<file path="src/shared/qcnt_cfg.svh">
`ifndef QCNT_CFG_SVH
`define QCNT_CFG_SVH

// ============================================================
// Register offsets.
`define QC_ADDR_LAYOUT     7'h00
`define QC_ADDR_INPUT      7'h01
`define QC_ADDR_DIFF       7'h03
`define QC_ADDR_CHSEL      7'h04
`define QC_ADDR_READOUT    7'h08
`define QC_ADDR_UPD        7'h0A
`define QC_ADDR_PROBE1     7'h0C
`define QC_ADDR_PROBE2     7'h0E
`define QC_ADDR_REF        7'h10
`define QC_ADDR_XCHG_FIRST 7'h20
`define QC_ADDR_XCHG_LAST  7'h25
`define QC_ADDR_INSTR      7'h30

// ============================================================
// Reset value shared by every configuration byte.
`define QC_CFG_RESET       8'h00

// ============================================================
// Field positions.
`define QC_LAYOUT_LSB      0
`define QC_SWAP_LSB        3
`define QC_INVZ_LSB        6
`define QC_PEDGE_LSB       1
`define QC_QUAL_LSB        3
`define QC_CBZ_LSB         5
`define QC_TTL_BIT         7
`define QC_LVDS_BIT        7
`define QC_CHANNEL_ZERO_SOURCE_SELECT_BIT      3
`define QC_INSTR_ABRES_LSB 0
`define QC_INSTR_ZERO_CODIFICATION_ENABLE_BIT  3
`define QC_INSTR_PROBE_BIT 4

// ============================================================
// Counter layout codes.
`define QC_L_1X24          3'h0
`define QC_L_2X24          3'h1
`define QC_L_1X48          3'h2
`define QC_L_1X16          3'h3
`define QC_L_1X32          3'h4
`define QC_L_32_16         3'h5
`define QC_L_2X16          3'h6
`define QC_L_3X16          3'h7

// ============================================================
// Probe pin edge codes.
`define QC_PE_BOTH         2'h0
`define QC_PE_RISE         2'h1
`define QC_PE_FALL         2'h2
`define QC_PE_OFF          2'h3

`endif

</file>
<file path="src/shared/qcnt_pkg.sv">
package qcnt_pkg;

	// ============================================================
	// Register request carried as one bundle.
	typedef struct packed {
		logic       wr;
		logic       rd;
		logic [6:0] addr;
		logic [7:0] wdata;
	} reg_req_t;

	// Encoder and probe pins, already resolved to logic levels.
	typedef struct packed {
		logic probe_trigger_pin;
		logic cn;
		logic cp;
		logic bn;
		logic bp;
		logic an;
		logic ap;
	} enc_pins_t;

	// Zero codification progress.
	typedef enum logic [1:0] {
		ZC_FIRST,
		ZC_SECOND,
		ZC_DONE
	} zc_state_t;

endpackage : qcnt_pkg

</file>
<file path="src/rtl/quadrature_counter_index_probe.sv">
`timescale 1ns/1ps
`include "qcnt_cfg.svh"

// What this block does
// - Layouts 000,010,011,100 give one counter of 24, 48, 16, 32 bits.
// - Layouts 001,101,110,111 give 24+24, 32+16, 16+16, 16+16+16; last lacks index.
// - Channel-zero source select stops all counting; readout shows exchange data.
// - Index qualification field picks A/B levels 11, 10, 01 or 00.
// - First two index pulses after start clear counters regardless of clear bits.
// - Index-clear bits 5 and 6 let each index clear counter 0 or 1.
// - Input-type bit 7: 0 differential, 1 single-ended.
// - Differential standard bit: 0 RS-422, 1 LVDS, only when differential.
// - Pins map to A, B, index per layout and input type.
// - Swap bits 3..5 exchange A and B of counters 0..2.
// - Invert bits 6 and 7 make index of counter 0 or 1 active low.
// - Hidden 24-bit reference counter runs unless channel-zero source select stops it, cleared by each raw index.
// - Reference counter holds signed distances from -2^23 to 2^23-1.
// - First index zeroes reference, second loads reference value, clears counter.
// - Reference-valid set after second index; cleared by restart or counter 0 reset.
// - Every index loads update distance with the reference count.
// - Update-valid set when loaded and unread, not at the first index after start or restart.
// - Word 0x0A returns update distance and an update-not-valid bit.
// - Probe event shifts first capture into second, loads counter 0.
// - Probe capture needs a 24-bit layout (the code captures in every layout); only counter 0 is latched.
// - Probe edge field: both, rising, falling, or pin disabled.
// - Probe-not-valid bit reads 0 when captures are valid, else 1.
// - Instruction bits act once when written with 1, then read as 0.
module quadrature_counter_index_probe #(
	parameter int unsigned REF_W = 24
) (
	input  wire logic              i_clk,
	input  wire logic              i_sys_rst,
	input  wire qcnt_pkg::enc_pins_t i_pins,
	input  wire qcnt_pkg::reg_req_t  i_reg_req,
	output logic [49:0]            o_rd_data,
	output logic                   o_rd_valid,
	output logic                   o_diff_mode,
	output logic                   o_lvds_mode,
	output logic                   o_ref_valid,
	output logic                   o_update_valid,
	output logic                   o_probe_valid
);

	// ============================================================
	// Configuration bytes.
	logic [7:0]  layout_cfg_ff;
	logic [7:0]  input_cfg_ff;
	logic [7:0]  diff_cfg_ff;
	logic [7:0]  chsel_cfg_ff;
	logic [47:0] xchg_ff;

	wire [2:0] layout = layout_cfg_ff[`QC_LAYOUT_LSB +: 3];
	wire [2:0] swap   = layout_cfg_ff[`QC_SWAP_LSB +: 3];
	wire [1:0] invz   = layout_cfg_ff[`QC_INVZ_LSB +: 2];
	wire [1:0] pedge  = input_cfg_ff[`QC_PEDGE_LSB +: 2];
	wire [1:0] qual   = input_cfg_ff[`QC_QUAL_LSB +: 2];
	wire [1:0] cbz    = input_cfg_ff[`QC_CBZ_LSB +: 2];
	wire       ttl    = input_cfg_ff[`QC_TTL_BIT];
	wire       lvds   = diff_cfg_ff[`QC_LVDS_BIT];
	wire       channel_zero_source_select = chsel_cfg_ff[`QC_CHANNEL_ZERO_SOURCE_SELECT_BIT];

	// Layout classes used by pin mapping and index availability.
	wire three = (layout == `QC_L_3X16);
	wire two   = (layout == `QC_L_2X24) || (layout == `QC_L_32_16) ||
		(layout == `QC_L_2X16);

	// Register strobes; instruction bits exist only for the write cycle.
	wire wr = i_reg_req.wr;
	wire rd = i_reg_req.rd;
	wire [6:0] addr = i_reg_req.addr;
	wire instr_wr = wr && (addr == `QC_ADDR_INSTR);
	wire [2:0] abres = instr_wr ?
		i_reg_req.wdata[`QC_INSTR_ABRES_LSB +: 3] : 3'h0;
	wire zero_codification_enable = instr_wr && i_reg_req.wdata[`QC_INSTR_ZERO_CODIFICATION_ENABLE_BIT];
	wire probe_instr = instr_wr && i_reg_req.wdata[`QC_INSTR_PROBE_BIT];
	wire upd_rd   = rd && (addr == `QC_ADDR_UPD);
	wire probe_rd = rd && ((addr == `QC_ADDR_PROBE1) ||
		(addr == `QC_ADDR_PROBE2));

	// Receiver mode straps; LVDS only means something when differential.
	assign o_diff_mode = ~ttl;
	assign o_lvds_mode = ~ttl & lvds;

	// ============================================================
	// Configuration writes.
	always_ff @(posedge i_clk or posedge i_sys_rst)
	begin
		if (i_sys_rst)
		begin
			layout_cfg_ff <= `QC_CFG_RESET;
			input_cfg_ff  <= `QC_CFG_RESET;
			diff_cfg_ff   <= `QC_CFG_RESET;
			chsel_cfg_ff  <= `QC_CFG_RESET;
		end
		else if (wr)
		begin
			if (addr == `QC_ADDR_LAYOUT)
				layout_cfg_ff <= i_reg_req.wdata;
			else if (addr == `QC_ADDR_INPUT)
				input_cfg_ff <= i_reg_req.wdata;
			else if (addr == `QC_ADDR_DIFF)
				diff_cfg_ff <= i_reg_req.wdata;
			else if (addr == `QC_ADDR_CHSEL)
				chsel_cfg_ff <= i_reg_req.wdata;
		end
	end

	// Exchange bytes, most significant byte at the lowest offset.
	wire [2:0] xbyte = 3'(addr - `QC_ADDR_XCHG_FIRST);
	wire xchg_wr = wr && (addr >= `QC_ADDR_XCHG_FIRST) &&
		(addr <= `QC_ADDR_XCHG_LAST);
	always_ff @(posedge i_clk or posedge i_sys_rst)
	begin
		if (i_sys_rst)
			xchg_ff <= 48'h0;
		else if (xchg_wr)
			xchg_ff[8 * (5 - xbyte) +: 8] <= i_reg_req.wdata;
	end

	// ============================================================
	// Pin synchroniser; the first stage feeds only the second.
	logic [6:0] meta_ff;
	logic [6:0] sync_ff;
	logic [6:0] prev_ff;
	always_ff @(posedge i_clk or posedge i_sys_rst)
	begin
		if (i_sys_rst)
		begin
			meta_ff <= 7'h0;
			sync_ff <= 7'h0;
			prev_ff <= 7'h0;
		end
		else
		begin
			meta_ff <= i_pins;
			sync_ff <= meta_ff;
			prev_ff <= sync_ff;
		end
	end

	// Pin routing, returns {z1,z0,b2,a2,b1,a1,b0,a0}.
	function automatic logic [7:0] map_pins(input logic [6:0] p,
		input logic diff, input logic is3);
		logic ap;
		logic an;
		logic bp;
		logic bn;
		logic cp;
		logic cn;
		{cn, cp, bn, bp, an, ap} = p[5:0];
		map_pins = {cn, (diff ? cp : bp), cn, cp, (is3 ? bn : cp),
			(is3 ? bp : bn), (diff ? bp : an), ap};
	endfunction : map_pins

	wire [7:0] pin_now = map_pins(sync_ff, ~ttl, three);
	wire [7:0] pin_pre = map_pins(prev_ff, ~ttl, three);

	// Width of each counter per layout; zero marks an unused counter.
	function automatic logic [5:0] cnt_width(input logic [2:0] l,
		input int ch);
		logic [17:0] w;
		case (l)
			`QC_L_1X24:  w = {6'd0, 6'd0, 6'd24};
			`QC_L_2X24:  w = {6'd0, 6'd24, 6'd24};
			`QC_L_1X48:  w = {6'd0, 6'd0, 6'd48};
			`QC_L_1X16:  w = {6'd0, 6'd0, 6'd16};
			`QC_L_1X32:  w = {6'd0, 6'd0, 6'd32};
			`QC_L_32_16: w = {6'd0, 6'd16, 6'd32};
			`QC_L_2X16:  w = {6'd0, 6'd16, 6'd16};
			default:     w = {6'd16, 6'd16, 6'd16};
		endcase
		cnt_width = w[6 * ch +: 6];
	endfunction : cnt_width

	// Wraps a value to a signed counter of the given width.
	function automatic logic [47:0] fit(input logic [47:0] v,
		input logic [5:0] w);
		case (w)
			6'd16:   fit = {{32{v[15]}}, v[15:0]};
			6'd24:   fit = {{24{v[23]}}, v[23:0]};
			6'd32:   fit = {{16{v[31]}}, v[31:0]};
			6'd48:   fit = v;
			default: fit = 48'h0;
		endcase
	endfunction : fit

	// ============================================================
	// Zero codification state and reference counter.
	qcnt_pkg::zc_state_t zc_ff;
	qcnt_pkg::zc_state_t nxt_zc;
	logic [REF_W-1:0]    ref_cnt_ff;
	logic [REF_W-1:0]    ref_val_ff;
	logic [REF_W-1:0]    upd_ff;
	logic                ref_valid_ff;
	logic                upd_valid_ff;

	// Per counter decode results.
	logic [47:0] cnt_ff [3];
	logic [2:0]  step;
	logic [2:0]  up;
	logic [2:0]  dbl;
	logic [2:0]  clr;
	logic [1:0]  qual_edge;
	logic        aberr_ff;

	// The raw index of counter 0 drives the reference logic, unqualified.
	wire z0_now = pin_now[6] ^ invz[0];
	wire z0_pre = pin_pre[6] ^ invz[0];
	wire ref_edge = ~three & z0_now & ~z0_pre;
	wire zc_busy = (zc_ff != qcnt_pkg::ZC_DONE);

	// ============================================================
	// Per counter decode, index and count; one lane per counter.
	for (genvar c = 0; c < 3; c++)
	begin : g_ch
		wire a_n = swap[c] ? pin_now[2*c+1] : pin_now[2*c];
		wire b_n = swap[c] ? pin_now[2*c] : pin_now[2*c+1];
		wire a_p = swap[c] ? pin_pre[2*c+1] : pin_pre[2*c];
		wire b_p = swap[c] ? pin_pre[2*c] : pin_pre[2*c+1];
		wire [5:0] w = cnt_width(layout, c);
		wire active = (w != 6'd0) && ~channel_zero_source_select;

		// One changed track is a step; A leading B counts up.
		assign step[c] = (a_n ^ a_p) ^ (b_n ^ b_p);
		assign dbl[c]  = (a_n ^ a_p) & (b_n ^ b_p);
		assign up[c]   = a_n ^ b_p;

		if (c < 2)
		begin : g_idx
			wire has_z = (c == 0) ? ~three : two;
			wire zn = pin_now[6+c] ^ invz[c];
			wire zp = pin_pre[6+c] ^ invz[c];
			wire qn = zn & (a_n == ~qual[1]) & (b_n == ~qual[0]);
			wire qp = zp & (a_p == ~qual[1]) & (b_p == ~qual[0]);
			assign qual_edge[c] = has_z & qn & ~qp;
			assign clr[c] = abres[c] |
				(qual_edge[c] & (zc_busy | cbz[c]));
		end
		else
		begin : g_noidx
			assign clr[c] = abres[c];
		end

		// Clear beats a step taken in the same cycle.
		wire [47:0] nxt_cnt = clr[c] ? 48'h0 :
			(active && step[c]) ?
			fit(cnt_ff[c] + (up[c] ? 48'h1 : 48'hFFFFFFFFFFFF), w) :
			cnt_ff[c];
		always_ff @(posedge i_clk or posedge i_sys_rst)
		begin
			if (i_sys_rst)
				cnt_ff[c] <= 48'h0;
			else
				cnt_ff[c] <= nxt_cnt;
		end
	end

	// Zero codification walk; a new activation restarts it.
	always_comb
	begin
		nxt_zc = zc_ff;
		if (zero_codification_enable)
			nxt_zc = qcnt_pkg::ZC_FIRST;
		else
			case (zc_ff)
				qcnt_pkg::ZC_FIRST:
					if (ref_edge)
						nxt_zc = qcnt_pkg::ZC_SECOND;
				qcnt_pkg::ZC_SECOND:
					if (ref_edge)
						nxt_zc = qcnt_pkg::ZC_DONE;
				default:
					nxt_zc = qcnt_pkg::ZC_DONE;
			endcase
	end

	// Hardware sets win over software clears on all flags below.
	wire ref_set = (zc_ff == qcnt_pkg::ZC_SECOND) && ref_edge;
	wire upd_set = ref_edge && (zc_ff != qcnt_pkg::ZC_FIRST);
	wire nxt_ref_valid = ref_set |
		(ref_valid_ff & ~zero_codification_enable & ~abres[0]);
	wire nxt_upd_valid = upd_set | (upd_valid_ff & ~upd_rd);
	wire aberr_set = dbl[0] & (cnt_width(layout, 0) != 6'd0) & ~channel_zero_source_select;

	always_ff @(posedge i_clk or posedge i_sys_rst)
	begin
		if (i_sys_rst)
		begin
			zc_ff        <= qcnt_pkg::ZC_FIRST;
			ref_valid_ff <= 1'b0;
			upd_valid_ff <= 1'b0;
			aberr_ff     <= 1'b0;
		end
		else
		begin
			zc_ff        <= nxt_zc;
			ref_valid_ff <= nxt_ref_valid;
			upd_valid_ff <= nxt_upd_valid;
			aberr_ff     <= aberr_set | (aberr_ff & ~abres[0]);
		end
	end

	// Reference counter wraps at 24 bits; overflow reporting lives elsewhere.
	always_ff @(posedge i_clk or posedge i_sys_rst)
	begin
		if (i_sys_rst)
		begin
			ref_cnt_ff <= '0;
			ref_val_ff <= '0;
			upd_ff     <= '0;
		end
		else
		begin
			if (ref_edge)
				ref_cnt_ff <= '0;
			else if (step[0] && ~channel_zero_source_select)
				ref_cnt_ff <= up[0] ? ref_cnt_ff + 1'b1 :
					ref_cnt_ff - 1'b1;
			if (ref_edge)
				upd_ff <= ref_cnt_ff;
			if (ref_set)
				ref_val_ff <= ref_cnt_ff;
		end
	end

	// ============================================================
	// Probe capture pair.
	logic [23:0] probe1_ff;
	logic [23:0] probe2_ff;
	logic        probe_valid_ff;
	wire tp_n = sync_ff[6];
	wire tp_p = prev_ff[6];
	wire pin_evt = (pedge == `QC_PE_BOTH) ? (tp_n ^ tp_p) :
		(pedge == `QC_PE_RISE) ? (tp_n & ~tp_p) :
		(pedge == `QC_PE_FALL) ? (~tp_n & tp_p) : 1'b0;
	wire probe_evt = pin_evt | probe_instr;

	always_ff @(posedge i_clk or posedge i_sys_rst)
	begin
		if (i_sys_rst)
		begin
			probe1_ff      <= 24'h0;
			probe2_ff      <= 24'h0;
			probe_valid_ff <= 1'b0;
		end
		else
		begin
			if (probe_evt)
			begin
				probe2_ff <= probe1_ff;
				probe1_ff <= cnt_ff[0][23:0];
			end
			probe_valid_ff <= probe_evt | (probe_valid_ff & ~probe_rd);
		end
	end

	// ============================================================
	// Read path; data appears one cycle after the read strobe.
	logic [47:0] readout;
	logic [49:0] nxt_rd;
	logic [49:0] rd_data_ff;
	logic        rd_valid_ff;

	// Counter 0 in the low bits, later counters above it.
	always_comb
	begin
		case (layout)
			`QC_L_2X24:  readout = {cnt_ff[1][23:0], cnt_ff[0][23:0]};
			`QC_L_32_16: readout = {cnt_ff[1][15:0], cnt_ff[0][31:0]};
			`QC_L_2X16:  readout = {16'h0, cnt_ff[1][15:0],
				cnt_ff[0][15:0]};
			`QC_L_3X16:  readout = {cnt_ff[2][15:0], cnt_ff[1][15:0],
				cnt_ff[0][15:0]};
			default:     readout = cnt_ff[0];
		endcase
	end

	always_comb
	begin
		nxt_rd = 50'h0;
		if (addr == `QC_ADDR_LAYOUT)
			nxt_rd = {42'h0, layout_cfg_ff};
		else if (addr == `QC_ADDR_INPUT)
			nxt_rd = {42'h0, input_cfg_ff};
		else if (addr == `QC_ADDR_DIFF)
			nxt_rd = {42'h0, diff_cfg_ff};
		else if (addr == `QC_ADDR_CHSEL)
			nxt_rd = {42'h0, chsel_cfg_ff};
		else if (addr == `QC_ADDR_READOUT)
			nxt_rd = {(channel_zero_source_select ? xchg_ff : readout), 2'h3};
		else if (addr == `QC_ADDR_UPD)
			nxt_rd = {24'h0, upd_ff, ~aberr_ff, ~upd_valid_ff};
		else if (addr == `QC_ADDR_PROBE1)
			nxt_rd = {24'h0, probe1_ff, ~aberr_ff,
				~probe_valid_ff};
		else if (addr == `QC_ADDR_PROBE2)
			nxt_rd = {24'h0, probe2_ff, ~aberr_ff, ~probe_valid_ff};
		else if (addr == `QC_ADDR_REF)
			nxt_rd = {26'h0, ref_val_ff};
	end

	always_ff @(posedge i_clk or posedge i_sys_rst)
	begin
		if (i_sys_rst)
		begin
			rd_data_ff  <= 50'h0;
			rd_valid_ff <= 1'b0;
		end
		else
		begin
			rd_valid_ff <= rd;
			if (rd)
				rd_data_ff <= nxt_rd;
		end
	end

	assign o_rd_data      = rd_data_ff;
	assign o_rd_valid     = rd_valid_ff;
	assign o_ref_valid    = ref_valid_ff;
	assign o_update_valid = upd_valid_ff;
	assign o_probe_valid  = probe_valid_ff;
endmodule : quadrature_counter_index_probe

</file>
<file path="config.mk">
export PLATFORM = sky130hd
export DESIGN_NAME = quadrature_counter_index_probe
export DESIGN_NICKNAME = d
export VERILOG_FILES = /design/src/shared/qcnt_pkg.sv /design/src/rtl/quadrature_counter_index_probe.sv
export VERILOG_INCLUDE_DIRS = /design/src /design/src/shared
export SDC_FILE = /design/constraint.sdc
export NUM_CORES = 1
export LEC_CHECK = 0
export BUFFER_PORTS_ARGS = -buffer_cell sky130_fd_sc_hd__buf_2
export CORE_MARGIN = 2
export CORE_UTILIZATION = 40
export CTS_BUF_LIST = sky130_fd_sc_hd__clkbuf_4
export CTS_CLUSTER_DIAMETER = 200
export DETAILED_ROUTE_END_ITERATION = 12
export HOLD_SLACK_MARGIN = 0.06
export SLEW_MARGIN = 40
export SYNTH_ARGS = -nofsm -noshare
export SYNTH_HDL_FRONTEND = slang
export SYNTH_SLANG_ARGS = --single-unit
</file>
<file path="constraint.sdc">
create_clock -name i_clk -period 12.45 [get_ports i_clk]
set_clock_uncertainty 0.05 [all_clocks]
set_input_delay 3.1125 -clock i_clk [delete_from_list [all_inputs] [get_ports i_clk]]
set_output_delay 3.1125 -clock i_clk [all_outputs]
set_load 0.02 [all_outputs]
</file>
---- Word-level counts from Yosys, hierarchy flattened ----
Index checks and enable logic that the tools add are counted.
word-level totals
  register bits after elaboration ......... 422
  input bits .............................. 26
  output and inout port bits .............. 56
  word-level logic and storage cells ...... 242
operators by class
  add/sub/neg operators ................... 8
  magnitude comparators ................... 2
  equality and inequality tests ........... 42
  shifts and indexed selects .............. 2
  mux-type cells .......................... 56
  bitwise gates (word level) .............. 73
  reductions and logical operators ........ 36
operators by type and width
  cell                                                                      number
  48-bit one-hot mux with 4 select lines                                    4
  48-bit 2-to-1 mux                                                         10
  50-bit 2-to-1 mux                                                         5
  48-bit adder                                                              3
  17-bit one-hot mux with 7 select lines                                    1
  24-bit 2-to-1 mux                                                         4
  26-bit 2-to-1 mux                                                         3
  48-bit bitwise mux                                                        1
  8-bit by 34-bit variable shift with 48-bit output (first input constant)  1
  8-bit by 34-bit indexed part select with 48-bit output                    1
  6-bit by 5-bit equality test with 1-bit output (second input constant)    6
  6-bit equality test (second input constant)                               6
  32-bit negation with 34-bit output                                        1
  7-bit by 4-bit equality test with 1-bit output (second input constant)    4
  1-bit AND                                                                 27
  24-bit by 1-bit adder with 24-bit output (second input constant)          1
  24-bit by 1-bit subtractor with 24-bit output (second input constant)     1
  1-bit 2-to-1 mux                                                          23
  1-bit inverter                                                            20
  6-bit nonzero test                                                        3
  1-bit bitwise XOR                                                         17
  1-bit logical AND                                                         16
  3-bit equality test (second input constant)                               4
  2-bit nonzero test                                                        5
  other kinds (28)                                                          52

---- Depth between registers and ports, before layout ----
  depth after elaboration ................. 11
  mapped depth ............................ 18
  gate-level depth less buffers ........... 15

---- Least setup slack after synthesis ----
OpenSTA, ideal clock, no wires.
  path kind ............................... register to register
  start ................................... register input_cfg_ff[7]
  end ..................................... register cnt_ff[128] (netlist bit)
  library setup time ...................... 126 ps
  arrival time ............................ 7102 ps
  required time ........................... 12274 ps
  slack ................................... 5172 ps
  stages on the path, launching flop included .. 18
  path buffers ............................ 3
  period minus slack after synthesis ...... 7278 ps
  cell sequence ........................... dfrtp_1 > buf_2 > mux2_2 > mux2i_1 > xnor2_1 > ha_1 > clkbuf_2 > a211oi_1 > o21ai_0 > a21oi_1 > a21oi_1 > and2b_1 > mux2i_1 > or3_1 > a31oi_2 > nor3_2 > buf_2 > a221o_1
on the way
  longest elaborated chain between the ends .. 10
  elaborated cells between the ends (all ways) .. 34
  classes of those cells .................. add/sub: 1; eq/ne: 4; mux: 12; bitwise: 15; reduce/logical: 2
RTL lines
  item                                                                   RTL line                               RTL
  start, declared                                                        quadrature_counter_index_probe.sv:47   logic [7:0] input_cfg_ff;
  start signal, assigned                                                 quadrature_counter_index_probe.sv:91   input_cfg_ff <= `QC_CFG_RESET;
  start signal, assigned                                                 quadrature_counter_index_probe.sv:100  input_cfg_ff <= i_reg_req.wdata;
  parallel branches: the longest is 10 deep, another holds 48-bit adder  -
  end signal, assigned by index                                          quadrature_counter_index_probe.sv:254  cnt_ff[c] <= nxt_cnt;
  end, declared                                                          quadrature_counter_index_probe.sv:198  logic [47:0] cnt_ff [3];
Several ways; the timed one is not identified. The select of a mux whose other input is x is not followed.
A chain may end at the register's enable or synchronous reset.

---- Final worst setup path ----
  start ................................... register input_cfg_ff[7]
  end ..................................... register cnt_ff[136] (netlist bit)
Same word-level chain as after synthesis.

==> qor.txt <==
STATUS
--------------------------------------------------------------------------------------------------------
Run status                                                                                     completed

WORST HOLD PATH
--------------------------------------------------------------------------------------------------------
End point of the most critical hold path                                                      sync_ff[6]
Class of the tightest hold or removal check                                                 register to register
Origin of the worst min-delay path                                                            meta_ff[6]
Hold Path Stages                                                                                       0

POWER
--------------------------------------------------------------------------------------------------------
Clock network power share                                                                          19.3%
Pwr Density                                                                                   211 mW/mm2
Leakage                                                                                          11.2 nW
Net switching power figure                                                                     0.00223 W
Gate power share                                                                                   46.0%
Maximum VDD drop                                                                                0.104 mV
Part of the total power dissipated in sequential elements                                          34.7%
Switching portion of total power                                                                   42.4%
Internal power                                                                                 0.00303 W

ROUTING
--------------------------------------------------------------------------------------------------------
Antenna-violating nets left                                                                            0
DR vias                                                                                            19277
Vias/cell                                                                                           5.74
Wire length reported by the detailed router                                                     67100 um
WL/cell                                                                                          20.0 um
Drt initial violations                                                                              1567
Detailed Routing Iterations Pass 1                                                                     6
Residual DRC                                                                                           0

LOGIC SYNTHESIS
--------------------------------------------------------------------------------------------------------
Net count of the mapped netlist                                                                     2616
Sequential share of the synthesized area                                                           40.6%
Fraction of synthesized cell area taken by the top area cell type                                  40.6%
Synth area leader                                                                                dfrtp_1
Avg Synthesized Cell Area                                                                       9.14 um2
Fraction of synthesis flops using an asynchronous set or reset pin                                  100%
Flip-flop and latch count after synthesis                                                            366
Yosys warnings                                                                                         0
Ranking of synthesized cells by area                                                        dfrtp_1 41%, mux2_2 7.1%, ha_1 6.6%
Count of mapped cells out of synthesis                                                              2467
Mapped Area                                                                                   0.0225 mm2
Top FF cell, synth                                                                               dfrtp_1
Count of cell types in the netlist                                                                    84
Count of flip-flops with a built-in enable after synthesis                                             0

PLACE
--------------------------------------------------------------------------------------------------------
Post-DP Area                                                                                  0.0237 mm2
Routability-driven placement congestion ratio                                                      0.917
Post-DP HPWL                                                                                    47600 um
Buffers added on ports                                                                                81
Count of placed standard cells including taps                                                       3193

FLOORPLANNING
--------------------------------------------------------------------------------------------------------
Number of placed I/O pins                                                                             82
Total core area                                                                               0.0561 mm2
Die width                                                                                         241 um
Vert. Die Dim                                                                                     241 um
Effective utilization at floorplan                                                                 40.2%
Total number of placement rows                                                                        87
Area of the die                                                                               0.0583 mm2

TIMING
--------------------------------------------------------------------------------------------------------
Highest clock frequency the design can meet                                                      167 MHz
Endpoints failing hold                                                                                 0
Relative slew slack                                                                                44.1%
Final clock period utilization by the worst path                                                   48.0%
RSZ-0062 raised after global routing                                                                  no
Min Clock Period, post-route                                                                     5.98 ns
Max-slew violations                                                                                    0
Slew at the pin with the worst max-slew slack                                                   0.838 ns
Count of final setup violators                                                                         0
Setup total negative slack                                                                          0 ns

CLOCK TREE
--------------------------------------------------------------------------------------------------------
Worst-Skew Late Latency                                                                          0.82 ns
Hold buffers post-CTS                                                                                  0
CTS Root Cell                                                                                   clkbuf_4
Post-CTS setup buffers                                                                                 0
Total number of H-tree levels                                                                          3
CTS Sinks                                                                                            366
Clock tree from TritonCTS                                                                          built
Longest Clk Path Bufs                                                                                  3
TritonCTS buffer count                                                                                95
Cts repair resizes                                                                                     0
Post-CTS clock slew at the launch and capture registers of the worst setup and hold paths        0.08 ns

CRITICAL PATH
--------------------------------------------------------------------------------------------------------
Critical Path Sink Type                                                                         register
Worst Setup Path Type                                                                       register to register
WP data arrival                                                                                  6.65 ns
Data required time of the worst path                                                            13.12 ns
Minimum setup slack among reg-to-reg paths                                                       6.47 ns
Max FO, Critical Path                                                                                 53
Critical Path Start Type                                                                        register
Number of cells on the worst reg-to-reg path                                                          16
Reg-to-reg critical path endpoint                                                            cnt_ff[136]
Worst reg2reg path startpoint                                                               input_cfg_ff[7]

GLOBAL ROUTING
--------------------------------------------------------------------------------------------------------
Via count of the first global-routing pass                                                         18571
Aggregate global routing overflow                                                                      0
Initial antenna violation count                                                                        2
First-pass GRT wire length                                                                     105000 um
Maximum number of pins on one net before global-route repair                                         158
GR Util All Layers                                                                                 23.1%

FINAL LAYOUT
--------------------------------------------------------------------------------------------------------
Commonest cells after routing, fill and taps aside                                          364 x dfrtp_1, 294 x nand2_1, 223 x a21oi_1
Layout cells sized above 1                                                                         16.8%
Count of non-filler cells in the finished layout                                                    3359
Area added between synthesis and finish                                                            10.6%
Final Cell Area                                                                               0.0249 mm2
Utilization of the core after routing                                                              44.5%
Final layout net count                                                                              2685
Most common cell after layout, fill and taps aside                                               dfrtp_1

FLOW RUN
--------------------------------------------------------------------------------------------------------
Max-capacitance violation count                                                                        0

stage by stage:
stage                     total power (W)  setup WS, ns  hold slack (ns)
after CTS                         0.00527          6.43            0.291
final                             0.00526          6.47            0.282
after global routing              0.00567          6.04            0.302
after global placement            0.00416          6.03            0.282
after detailed placement          0.00423          5.93            0.286
after floorplan                   0.00357          4.38            0.281
area by class of cell:
cell class / instances / area, um2
diodes: 2 / 5.00
clock buffers: 135 / 1010
clock inverters: 27 / 131
fillers: 5429 / 31100
inverters: 94 / 357
multi-input cells: 1866 / 12600
flip-flops and latches: 366 / 9160
well taps: 756 / 946
repair buffers: 113 / 758
flip-flops by register name, indices dropped and copies added, names as in the netlist, 2 cells and up:
signal and count:
ref_val_ff 24, ref_cnt_ff 24, probe1_ff 24, o_rd_data 50, diff_cfg_ff 8, input_cfg_ff 8
probe2_ff 24, layout_cfg_ff 8, meta_ff 7, zc_ff 2, prev_ff 7, upd_ff 24
chsel_cfg_ff 8, xchg_ff 48, cnt_ff 88, sync_ff 7
worst max-delay path: stages, from the launching register on:
cell and delay [ns]:
dfrtp_1 0.56, mux2_2 0.42, mux2i_1 0.42, xnor2_2 0.17, buf_4 0.37, buf_4 0.61, ha_1 0.41, a211oi_1 0.28
o21bai_1 0.21, o221ai_1 0.22, o211ai_1 0.24, a21oi_1 0.51, o31ai_1 0.25, a21oi_1 0.45, o21ai_0 0.20, xor2_1 0.17
a221o_1 0.32
layer usage:
layer	wire, um	vias to the layer above	global-route usage, %	part of all wire, %
met2	31300	605	37.3	47
met3	4100	136	4.15	6.1
met1	29800	9416	31.3	44
met4	1880	2	7.48	2.8
li1	-	9118	-	-
met5	16	-	0	0.024
cells by family after synthesis:
kind of cell	share of synthesized area (%)
xor gates and xnor gates	4.00
DFF	40.6
muxes	9.48
and+or+nand+nor	14.5
adders and majority gates	6.99
AOI/OAI and AO/OA	20.4
buffers and inverters	4.05
worst max-delay path by stage:
stage                          from             to  slack, ns  cells after the start
floorplan                 i_sys_rst       aberr_ff       4.38                      1
global placement      i_reg_req[10]    xchg_ff[30]       6.03                      9
detailed placement    i_reg_req[10]  o_rd_data[48]       5.93                      8
CTS                 input_cfg_ff[7]    cnt_ff[137]       6.43                     16
global route        input_cfg_ff[7]    cnt_ff[133]       6.04                     16
finish              input_cfg_ff[7]    cnt_ff[136]       6.47                     16
power groups by stage:
| stage | combinational (W) | sequential (W) | clock [W] |
|---|---|---|---|
| floorplan | 0.00191 | 0.00167 | 0 |
| global placement | 0.00233 | 0.00183 | 0 |
| detailed placement | 0.00239 | 0.00184 | 0 |
| CTS | 0.00240 | 0.00182 | 0.00104 |
| global route | 0.00270 | 0.00186 | 0.00111 |
| finish | 0.00242 | 0.00183 | 0.00102 |
cells in the mapped netlist (21+ instances only):
cell	instances
o21ai_0	160
nor3_1	55
a211oi_1	54
clkbuf_1	111
mux2_2	142
xnor2_1	63
mux2i_1	51
inv_1	92
nand2_1	295
and3_1	24
a221oi_1	22
a21o_1	45
a22oi_1	26
nand3_1	34
xor2_1	40
ha_1	118
nor2b_1	28
dfrtp_1	366
a21oi_1	224
buf_1	21
o22ai_1	33
nor2_1	192
No activity file was read; power rests on OpenSTA's default activity.
